<file path="config.mk">
export PLATFORM = sky130hd
export DESIGN_NAME = tmr_timer8
export DESIGN_NICKNAME = d
export VERILOG_FILES = /design/src/logic/tmr_pkg.sv /design/src/logic/tmr_timer8.sv
export VERILOG_INCLUDE_DIRS = /design/src /design/src/logic
export SDC_FILE = /design/constraint.sdc
export NUM_CORES = 1
export LEC_CHECK = 0
export BUFFER_PORTS_ARGS = -buffer_cell sky130_fd_sc_hd__buf_2
export CORE_MARGIN = 2
export CORE_UTILIZATION = 54
export CTS_CLUSTER_DIAMETER = 100
export DETAILED_ROUTE_END_ITERATION = 16
export GPL_TIMING_DRIVEN = 0
export PLACE_DENSITY = 0.88
export SYNTH_ARGS = -nofsm -noshare
export SYNTH_HDL_FRONTEND = slang
export SYNTH_SLANG_ARGS = --single-unit
</file>
<file path="constraint.sdc">
create_clock -name pclk -period 4.47 [get_ports pclk]
set_input_delay 1.1175 -clock pclk [delete_from_list [all_inputs] [get_ports pclk]]
set_output_delay 1.1175 -clock pclk [all_outputs]
set_load 0.02 [all_outputs]
</file>
<file path="src/logic/tmr_consts.svh">
// constants for the 8-bit timer with shared prescaler
// assumes inclusion by the timer top and the bench only
`ifndef TMR_CONSTS_SVH
`define TMR_CONSTS_SVH
// ==========================================
// register byte addresses
`define TMR_ADDR_COUNT 12'h000
`define TMR_ADDR_OPTION 12'h004
`define TMR_ADDR_IRQ_STAT 12'h008
`define TMR_ADDR_IRQ_MASK 12'h00c
`define TMR_ADDR_CTRL 12'h010
`define TMR_ADDR_STATUS 12'h014
// ==========================================
// option word field positions
`define TMR_OPT_CS 5
`define TMR_OPT_SE 4
`define TMR_OPT_PSA 3
`define TMR_OPT_PS_HI 2
`define TMR_OPT_PS_LO 0
// ==========================================
// reset values
`define TMR_OPTION_RST 8'hff
`define TMR_COUNT_RST 8'h00
// ==========================================
// timing
`define TMR_CLK_MHZ 20
`define TMR_CYC_PER_INSTR 4
`define TMR_WR_INHIBIT 2
`endif

</file>
<file path="src/logic/tmr_pkg.sv">
// types for the 8-bit timer with shared prescaler
// assumes tmr_consts.svh is on the include path
package tmr_pkg;
  typedef struct packed {
    logic cs;
    logic se;
    logic prescaler_assign;
    logic [2:0] ps;
  } tmr_option_type;
  typedef enum logic [1:0] {
    TMR_PH1,
    TMR_PH2,
    TMR_PH3,
    TMR_PH4
  } tmr_phase_type;
endpackage : tmr_pkg

</file>
<file path="src/logic/tmr_timer8.sv">
// 8-bit timer/counter with prescaler shared with the watchdog, apb slave
// assumes pclk at 20 mhz, an instruction cycle of four pclk, async pin inputs
// Summary of operation
// - timer mode counts instruction cycles, undivided only when watchdog-assigned
// - count write blocks increments two instruction cycles
// - counter mode counts chosen edge of pin
// - source select one means counter, zero timer
// - one prescaler, timer or watchdog, never both
// - timer prescale ratios one to two..256
// - undivided timer only with watchdog assignment
// - prescaler count not software accessible
// - count write clears prescaler when timer-assigned
// - watchdog clear clears prescaler when watchdog-assigned
// - rollover ff to 00 sets overflow flag
// - overflow flag clears only by software
// - irq needs overflow flag and enable
// - sleep freezes counter, no overflow
// - external count sampled at phases two, four
`timescale 1ns/1ns
`include "tmr_consts.svh"
module tmr_timer8 #(
  parameter int PRE_W = 8
) (
  input wire logic pclk,
  input wire logic presetn,
  input wire logic psel,
  input wire logic penable,
  input wire logic pwrite,
  input wire logic [11:0] paddr,
  input wire logic [31:0] pwdata,
  input wire logic [3:0] pstrb,
  output logic [31:0] prdata,
  output logic pready,
  output logic pslverr,
  input wire logic external_count_input,
  input wire logic sleep_mode,
  input wire logic watchdog_clear_instr,
  output logic wdt_tick,
  output logic irq
);
  // ==========================================
  // bus decode
  logic wr_en;
  logic addr_ok;
  // only the low byte lane holds register bits, so only its strobe counts
  assign wr_en = psel && penable && pwrite && pstrb[0];
  assign addr_ok = (paddr == `TMR_ADDR_COUNT) || (paddr == `TMR_ADDR_OPTION) ||
                   (paddr == `TMR_ADDR_IRQ_STAT) || (paddr == `TMR_ADDR_IRQ_MASK) ||
                   (paddr == `TMR_ADDR_CTRL) || (paddr == `TMR_ADDR_STATUS);
  logic wr_count;
  logic wr_option;
  assign wr_count = wr_en && (paddr == `TMR_ADDR_COUNT);
  assign wr_option = wr_en && (paddr == `TMR_ADDR_OPTION);
  logic wr_irq_stat;
  logic wr_irq_mask;
  assign wr_irq_stat = wr_en && (paddr == `TMR_ADDR_IRQ_STAT);
  assign wr_irq_mask = wr_en && (paddr == `TMR_ADDR_IRQ_MASK);
  // ==========================================
  // option register
  tmr_pkg::tmr_option_type option_ff;
  always_ff @(posedge pclk or negedge presetn) begin
    if (!presetn) begin
      option_ff <= tmr_pkg::tmr_option_type'(6'(`TMR_OPTION_RST));
    end else if (wr_option) begin
      option_ff <= tmr_pkg::tmr_option_type'(pwdata[5:0]);
    end
  end
  // ==========================================
  // instruction phase sequencer
  tmr_pkg::tmr_phase_type phase_ff;
  always_ff @(posedge pclk or negedge presetn) begin
    if (!presetn) begin
      phase_ff <= tmr_pkg::TMR_PH1;
    end else begin
      unique case (phase_ff)
        tmr_pkg::TMR_PH1: phase_ff <= tmr_pkg::TMR_PH2;
        tmr_pkg::TMR_PH2: phase_ff <= tmr_pkg::TMR_PH3;
        tmr_pkg::TMR_PH3: phase_ff <= tmr_pkg::TMR_PH4;
        tmr_pkg::TMR_PH4: phase_ff <= tmr_pkg::TMR_PH1;
      endcase
    end
  end
  logic instr_tick;
  assign instr_tick = (phase_ff == tmr_pkg::TMR_PH4);
  // ==========================================
  // pin synchroniser and edge select
  logic pin_s1_ff;
  logic pin_s2_ff;
  logic pin_s3_ff;
  always_ff @(posedge pclk or negedge presetn) begin
    if (!presetn) begin
      pin_s1_ff <= 1'b0;
      pin_s2_ff <= 1'b0;
      pin_s3_ff <= 1'b0;
    end else begin
      pin_s1_ff <= external_count_input;
      pin_s2_ff <= pin_s1_ff;
      pin_s3_ff <= pin_s2_ff;
    end
  end
  logic pin_edge;
  assign pin_edge = option_ff.se ? (pin_s3_ff && !pin_s2_ff) :
                    (!pin_s3_ff && pin_s2_ff);
  // source mux: pin edges or instruction cycles
  logic src_tick;
  assign src_tick = option_ff.cs ? pin_edge : instr_tick;
  // ==========================================
  // shared prescaler, never visible on the bus
  logic [PRE_W-1:0] pre_ff;
  logic pre_to_timer;
  logic pre_clr;
  logic pre_in;
  assign pre_to_timer = !option_ff.prescaler_assign;
  assign pre_clr = pre_to_timer ? wr_count : watchdog_clear_instr;
  assign pre_in = pre_to_timer ? src_tick : instr_tick;
  always_ff @(posedge pclk or negedge presetn) begin
    if (!presetn) begin
      pre_ff <= '0;
    end else if (pre_clr) begin
      pre_ff <= '0;
    end else if (pre_in && !(pre_to_timer && sleep_mode)) begin
      pre_ff <= pre_ff + 1'b1;
    end
  end
  // ratio 2^(n+1) to the timer, 2^n to the watchdog
  logic [PRE_W-1:0] pre_mask;
  logic pre_wrap;
  always_comb begin
    pre_mask = '0;
    for (int i = 0; i < PRE_W; i++) begin
      if (i <= int'(option_ff.ps) - (pre_to_timer ? 0 : 1)) begin
        pre_mask[i] = 1'b1;
      end
    end
  end
  // a clear in the wrap cycle wins, so no stale tick escapes it
  assign pre_wrap = pre_in && !pre_clr && ((pre_ff & pre_mask) == pre_mask);
  // ==========================================
  // counter-mode sampler: ticks land only on phases two and four
  logic raw_tick;
  logic sample_ph;
  logic pend_ff;
  assign raw_tick = pre_to_timer ? pre_wrap : src_tick;
  assign sample_ph = (phase_ff == tmr_pkg::TMR_PH2) || (phase_ff == tmr_pkg::TMR_PH4);
  // one pending tick only; a pin faster than two pclk per edge loses counts
  always_ff @(posedge pclk or negedge presetn) begin
    if (!presetn) begin
      pend_ff <= 1'b0;
    end else if (!option_ff.cs || sample_ph) begin
      pend_ff <= 1'b0;
    end else if (raw_tick) begin
      pend_ff <= 1'b1;
    end
  end
  logic count_tick;
  assign count_tick = option_ff.cs ? (sample_ph && (pend_ff || raw_tick)) : raw_tick;
  // ==========================================
  // count register and write inhibit
  logic [7:0] count_register_ff;
  logic [1:0] inhibit_ff;
  logic do_inc;
  // a count write overrides any increment and any rollover in its cycle
  assign do_inc = count_tick && (inhibit_ff == 2'h0) && !sleep_mode && !wr_count;
  always_ff @(posedge pclk or negedge presetn) begin
    if (!presetn) begin
      inhibit_ff <= 2'h0;
    end else if (wr_count) begin
      inhibit_ff <= 2'(`TMR_WR_INHIBIT);
    end else if (instr_tick && inhibit_ff != 2'h0) begin
      inhibit_ff <= inhibit_ff - 2'h1;
    end
  end
  always_ff @(posedge pclk or negedge presetn) begin
    if (!presetn) begin
      count_register_ff <= `TMR_COUNT_RST;
    end else if (wr_count) begin
      count_register_ff <= pwdata[7:0];
    end else if (do_inc) begin
      count_register_ff <= count_register_ff + 8'h01;
    end
  end
  logic rollover;
  assign rollover = do_inc && (count_register_ff == 8'hff);
  // ==========================================
  // overflow flag, enable, irq
  logic overflow_flag_ff;
  logic overflow_irq_enable_ff;
  // set beats a same-cycle write-one clear
  always_ff @(posedge pclk or negedge presetn) begin
    if (!presetn) begin
      overflow_flag_ff <= 1'b0;
    end else if (rollover) begin
      overflow_flag_ff <= 1'b1;
    end else if (wr_irq_stat && pwdata[0]) begin
      overflow_flag_ff <= 1'b0;
    end
  end
  always_ff @(posedge pclk or negedge presetn) begin
    if (!presetn) begin
      overflow_irq_enable_ff <= 1'b0;
    end else if (wr_irq_mask) begin
      overflow_irq_enable_ff <= pwdata[0];
    end
  end
  always_ff @(posedge pclk or negedge presetn) begin
    if (!presetn) begin
      irq <= 1'b0;
    end else begin
      irq <= overflow_flag_ff && overflow_irq_enable_ff;
    end
  end
  // watchdog gets the divided instruction clock, or raw when timer owns it
  always_ff @(posedge pclk or negedge presetn) begin
    if (!presetn) begin
      wdt_tick <= 1'b0;
    end else begin
      wdt_tick <= pre_to_timer ? instr_tick : pre_wrap;
    end
  end
  // ==========================================
  // read mux, taken in the setup cycle; prescaler deliberately absent
  logic [31:0] rd_word;
  always_comb begin
    rd_word = 32'h0;
    unique case (paddr)
      `TMR_ADDR_COUNT: rd_word = {24'h0, count_register_ff};
      `TMR_ADDR_OPTION: rd_word = {26'h0, option_ff};
      `TMR_ADDR_IRQ_STAT: rd_word = {31'h0, overflow_flag_ff};
      `TMR_ADDR_IRQ_MASK: rd_word = {31'h0, overflow_irq_enable_ff};
      `TMR_ADDR_STATUS: rd_word = {30'h0, sleep_mode, inhibit_ff != 2'h0};
      default: rd_word = 32'h0;
    endcase
  end
  // ==========================================
  // apb answer, zero wait states
  logic setup_ph;
  assign setup_ph = psel && !penable;
  always_ff @(posedge pclk or negedge presetn) begin
    if (!presetn) begin
      pready <= 1'b0;
      pslverr <= 1'b0;
      prdata <= 32'h0;
    end else begin
      pready <= setup_ph;
      pslverr <= setup_ph && !addr_ok;
      prdata <= (setup_ph && !pwrite) ? rd_word : 32'h0;
    end
  end
endmodule : tmr_timer8

</file>
# Word-level counts from Yosys, hierarchy flattened
# Index checks and enable logic that the tools add are counted.
word_totals:
  reg_bits: 44
  input_bits: 56
  output_inout_bits: 36
classes:
  n_addsub: 4
  magnitude_cmp: 8
  n_eq_ne: 10
  mux: 29
  bitwise: 1
  n_reduce_logical: 52
ops:
  columns: ["operator", "count"]
  rows:
  - ["8-bit 2-to-1 mux", 5]
  - ["8-bit case mux with 5 select lines", 1]
  - ["12-bit by 4-bit equality test with 1-bit output, second input constant", 2]
  - ["12-bit by 5-bit equality test with 1-bit output, second input constant", 2]
  - ["1-bit logical AND", 24]
  - ["1-bit 2-to-1 mux", 20]
  - ["8-bit by 1-bit adder with 8-bit output, second input constant", 2]
  - ["4-bit less-or-equal comparator, first input constant", 4]
  - ["12-bit by 3-bit equality test with 1-bit output, second input constant", 1]
  - ["12-bit logical NOT", 1]
  - ["2-bit nonzero test", 6]
  - ["1-bit logical NOT", 11]
  - ["8-bit AND", 1]
  - ["8-bit equality test", 1]
  - ["8-bit equality test, second input constant", 1]
  - ["3-bit by 4-bit less-or-equal comparator with 1-bit output, first input constant", 2]
  - ["1-bit logical OR", 8]
  - ["2-bit case mux with 4 select lines", 1]
  - ["2-bit equality test, second input constant", 2]
  - ["1-bit by 4-bit less-or-equal comparator with 1-bit output, first input constant", 1]
  - ["2-bit by 4-bit less-or-equal comparator with 1-bit output, first input constant", 1]
  - ["2-bit logical NOT", 2]
  - ["2-bit 2-to-1 mux", 2]
  - ["3-bit by 1-bit subtractor with 4-bit output", 1]
  - ["other kinds (2)", 2]

# Logic depth before layout (Yosys ltp)
depth:
  ltp_word: 17
  mapped_depth: 10
  ltp_nobuf: 10

# Worst setup path before layout
# OpenSTA, ideal clock, no wires.
synth_timing:
  path_kind: "input to register"
  start: "in paddr[7]"
  end: "reg count_register_ff[2]"
  setup_ps: 65
  t_arrival_ps: 2682
  setup_slack_ps: 1722
  path_stages: 7
  path_cell_list: "nor4_4 nand4_2 nor3_4 a21oi_2 a31oi_4 mux2_1 nand2_1"
synth_between:
  elab_chain_cells: 14
  elab_cells_between_ends: 16
synth_lines:
  columns: ["item", "line_no", "rtl"]
  rows:
  - ["from (decl)", "tmr_timer8.sv:29", "input wire logic [11:0] paddr,"]
  - ["12-bit logical NOT *", null, null]
  - ["1-bit logical AND *", "tmr_timer8.sv:52", "assign wr_count = wr_en && (paddr == `TMR_ADDR_COUNT);"]
  - ["1-bit 2-to-1 mux", "tmr_timer8.sv:114", "assign pre_clr = pre_to_timer ? wr_count : watchdog_clear_instr;"]
  - ["1-bit logical NOT", "tmr_timer8.sv:137", "assign pre_wrap = pre_in && !pre_clr && ((pre_ff & pre_mask) == pre_mask);"]
  - ["1-bit logical AND (2 in series)", "tmr_timer8.sv:137", null]
  - ["1-bit 2-to-1 mux", "tmr_timer8.sv:143", "assign raw_tick = pre_to_timer ? pre_wrap : src_tick;"]
  - ["1-bit logical OR", "tmr_timer8.sv:156", "assign count_tick = option_ff.cs ? (sample_ph && (pend_ff || raw_tick)) : raw_tick;"]
  - ["1-bit logical AND", "tmr_timer8.sv:156", null]
  - ["1-bit 2-to-1 mux", "tmr_timer8.sv:156", null]
  - ["1-bit logical AND (3 in series)", "tmr_timer8.sv:163", "assign do_inc = count_tick && (inhibit_ff == 2'h0) && !sleep_mode && !wr_count;"]
  - ["2-bit nonzero test (no source line)", null, null]
  - ["to (signal assigned)", "tmr_timer8.sv:175", "count_register_ff <= `TMR_COUNT_RST;"]
  - ["to (signal assigned)", "tmr_timer8.sv:177", "count_register_ff <= pwdata[7:0];"]
  - ["to (signal assigned)", "tmr_timer8.sv:179", "count_register_ff <= count_register_ff + 8'h01;"]
  - ["to (decl)", "tmr_timer8.sv:159", "logic [7:0] count_register_ff;"]
# Mark *: on every way between the ends. The rest lies on a longest branch, timed or not.
# A chain may end at the register's enable or synchronous reset.

# Worst setup path after layout
# Same ends and word-level chain as after synthesis.

==> results.py <==
metrics = {
    "status": {
        "run_status": "finished clean",
    },
    "layout": {
        "utilization_pct": 65.7,
        "final_cell_mix": "buf_2 (41), dfrtp_1 (38), nand2_1 (27)",
        "antenna_cells": 0,
        "drive_above_1_share_pct": 29.5,
        "final_nets": 396,
        "area_growth_pct": 18.7,
        "layout_commonest_cell": "buf_2",
    },
    "timing": {
        "relSlewSlack_pct": 35.2,
        "setup_tns_ns": 0,
        "slew_viol_final": 0,
        "post-route-period-util_pct": 63.3,
        "skew_ns": 0.0165,
        "rsz0062_at_grt": "false",
        "fmax_ghz": 0.354,
        "finalSetupViolations": 0,
        "period_needed_ns": 2.83,
        "worstMarginPinSlew_ns": 0.972,
        "finalWorstSetupSlack_ns": 1.64,
        "hold_viol": 0,
    },
    "pwr": {
        "vdd_ir_drop_max_mv": 0.257,
        "p_seq_share_pct": 46.0,
        "p_leak_nw": 1.56,
        "p_per_area_nw_per_um2": 327,
        "power_mw": 1.01,
        "p_sw_uw": 277,
        "comb_power_share_pct": 18.2,
        "p_int_uw": 731,
        "clkPwrFrac_pct": 35.8,
        "swShare_pct": 27.5,
    },
    "placement": {
        "place_hpwl_um": 3910,
        "portBuffers": 40,
        "finalWeightedCongestion": 0.858,
        "dp_slack_ns": 1.37,
    },
    "grt": {
        "grtUsageTotal_pct": 20.3,
        "antenna_found_initial": 0,
        "grt_pass1_vias": 1965,
        "grt_overflow": 0,
        "grt_pass1_wl_um": 8550,
        "grt_max_degree": 45,
    },
    "detailed_routing": {
        "drt_iter0_drc": 131,
        "drc": 0,
        "dr.pass1.iters": 4,
        "wl_per_cell_um": 13.5,
        "drt-total-wl_um": 5200,
        "viasPerCell": 5.36,
        "postRouteAntennaNets": 0,
        "via_count": 2069,
    },
    "die": {
        "ios": 92,
        "coreArea_um2": 4690,
        "die_height_um": 73.3,
        "initial_core_util_pct": 55.3,
        "rows": 25,
        "die-area_um2": 5380,
        "dieWidth_um": 73.3,
    },
    "synth": {
        "syn_inst": 261,
        "syn_avg_cell_area_um2": 9.95,
        "synth_top_cell_by_area": "dfrtp_1",
        "syn-cell-area_um2": 2600,
        "synth_seq_cells": 44,
        "seq_area_frac_synth_pct": 42.7,
        "synth.top_cell.area_share_pct": 36.6,
        "synth_ff_type": "dfrtp_1",
        "synth-edff-count": 0,
        "synth_cell_types": 49,
        "synthArstFlopShare_pct": 100,
        "yosys-top-cells-area": "dfrtp_1 (37%), buf_4 (6.9%), dfstp_2 (6.1%)",
        "yosysWarnings": 0,
    },
    "min_path": {
        "holdCritStartpoint": "pin_s1_ff$_DFF_PN0_",
        "hold_path_class": "register to register",
    },
    "worst_setup_path": {
        "path_max_fanout": 8,
        "required_ns": 4.72,
        "crit-reg2reg-launch": "option_ff[0]$_DFFE_PN1P_",
        "ff2ff_path_depth": 10,
        "cp.arrival_ns": 3.07,
        "crit_type": "input port to register",
        "worstSetupStartpointType": "input port",
        "crit_path_end": "count_register_ff[2]$_DFFE_PN0P_",
        "crit_start": "paddr[7]",
        "r2r_end": "count_register_ff[2]$_DFFE_PN0P_",
        "end_kind": "register",
        "r2r_slack_ns": 1.77,
    },
    "clock_network": {
        "cts_hold_buf": 0,
        "post_cts_buffers": 0,
        "clk_latency_ns": 0.30,
        "clock-sinks": 44,
        "root_buffer": "clkbuf_8",
        "cts-buffers-inserted": 5,
        "clk_pin_slew_worst_paths_ns": 0.09,
        "post_cts_resized": 0,
        "htreeDepth": 2,
        "cts_tree": "done",
        "clock_tree.buffer_depth": 2,
    },
    "flow_run": {
        "drv_cap": 0,
    },
}
state kept, by name, indices dropped and copies added (netlist names):
name                    flops
pin_s3_ff                   1
pslverr                     1
prdata                      8
pre_ff                      8
wdt_tick                    1
pend_ff                     1
inhibit_ff                  2
overflow_flag_ff            1
option_ff                   6
overflow_irq_enable_ff      1
phase_ff                    2
pready                      1
pin_s2_ff                   1
irq                         1
pin_s1_ff                   1
count_register_ff           8
metal layers:
metal	global-route usage [%]	wire length, um	up-vias
met3	4.53	311	17
met2	34.1	2620	66
met4	8.28	169	0
li1	-	-	1000
met1	25.3	2110	986
met5	0	0	-
logic make-up after synthesis:
logic type / synth area share [%]
and+or+nand+nor: 21.7
DFF: 42.7
AOI/OAI and AO/OA: 12.1
buffers and inverters: 9.30
xor gates and xnor gates: 4.39
muxes: 5.30
adders and majority gates: 4.34
other: 0.144
through the flow:
step	instances	hold slack, ns	area [um2]
final	386	0.352	3080
after global routing	386	0.361	3080
after CTS	386	0.356	3080
after detailed placement	378	0.338	2950
after global placement	378	0.334	2950
after floorplan	284	0.331	2680
how the worst min path moves through the flow:
| stage | to | slack (ns) | cells after the start |
|---|---|---|---|
| floorplan | pin_s2_ff$_DFF_PN0_ | 0.33 | 0 |
| global placement | pin_s2_ff$_DFF_PN0_ | 0.33 | 0 |
| detailed placement | pin_s2_ff$_DFF_PN0_ | 0.34 | 0 |
| CTS | pin_s2_ff$_DFF_PN0_ | 0.36 | 0 |
| global route | pin_s2_ff$_DFF_PN0_ | 0.36 | 0 |
| finish | pin_s2_ff$_DFF_PN0_ | 0.35 | 0 |
worst max-delay path, cell delays in order:
cell and delay, ns:
buf_2 0.11, nor4_4 0.32, nand4_2 0.24, nor3_4 0.40, a21oi_2 0.16, a31oi_4 0.30
mux2_1 0.35, nand2_1 0.07
power groups by stage:
stage	Combinational [mW]	Sequential [mW]	Clock, mW
global placement	0.173	0.467	0
floorplan	0.132	0.462	0
CTS	0.183	0.462	0.361
detailed placement	0.181	0.470	0
global route	0.207	0.469	0.377
finish	0.184	0.464	0.361
cells in the mapped netlist (3+ instances only):
library cell and count:
a21oi_1 9, and2_1 3, and3_1 7, buf_4 24, clkbuf_1 4, dfrtp_1 38, dfstp_2 6, ha_1 9
inv_1 11, mux2_2 4, mux2i_1 7, nand2_1 27, nand3_1 7, nand4_1 6, nor2_1 24, nor2b_1 3
nor3_1 5, nor3b_1 3, o21a_1 3, o21ai_0 8, o21ai_1 6, xor2_1 11
final cells by class:
cell class | count | area (um2)
Multi-Input combinational cell | 200 | 1330
Fill cell | 382 | 1610
Sequential cell | 44 | 1110
Inverter | 11 | 41.3
Clock inverter | 2 | 60.1
Tap cell | 54 | 67.6
Timing Repair Buffer | 40 | 200
Clock buffer | 6 | 72.6
Buffer | 29 | 200
Note: power is estimated with default switching activity, not from simulation.
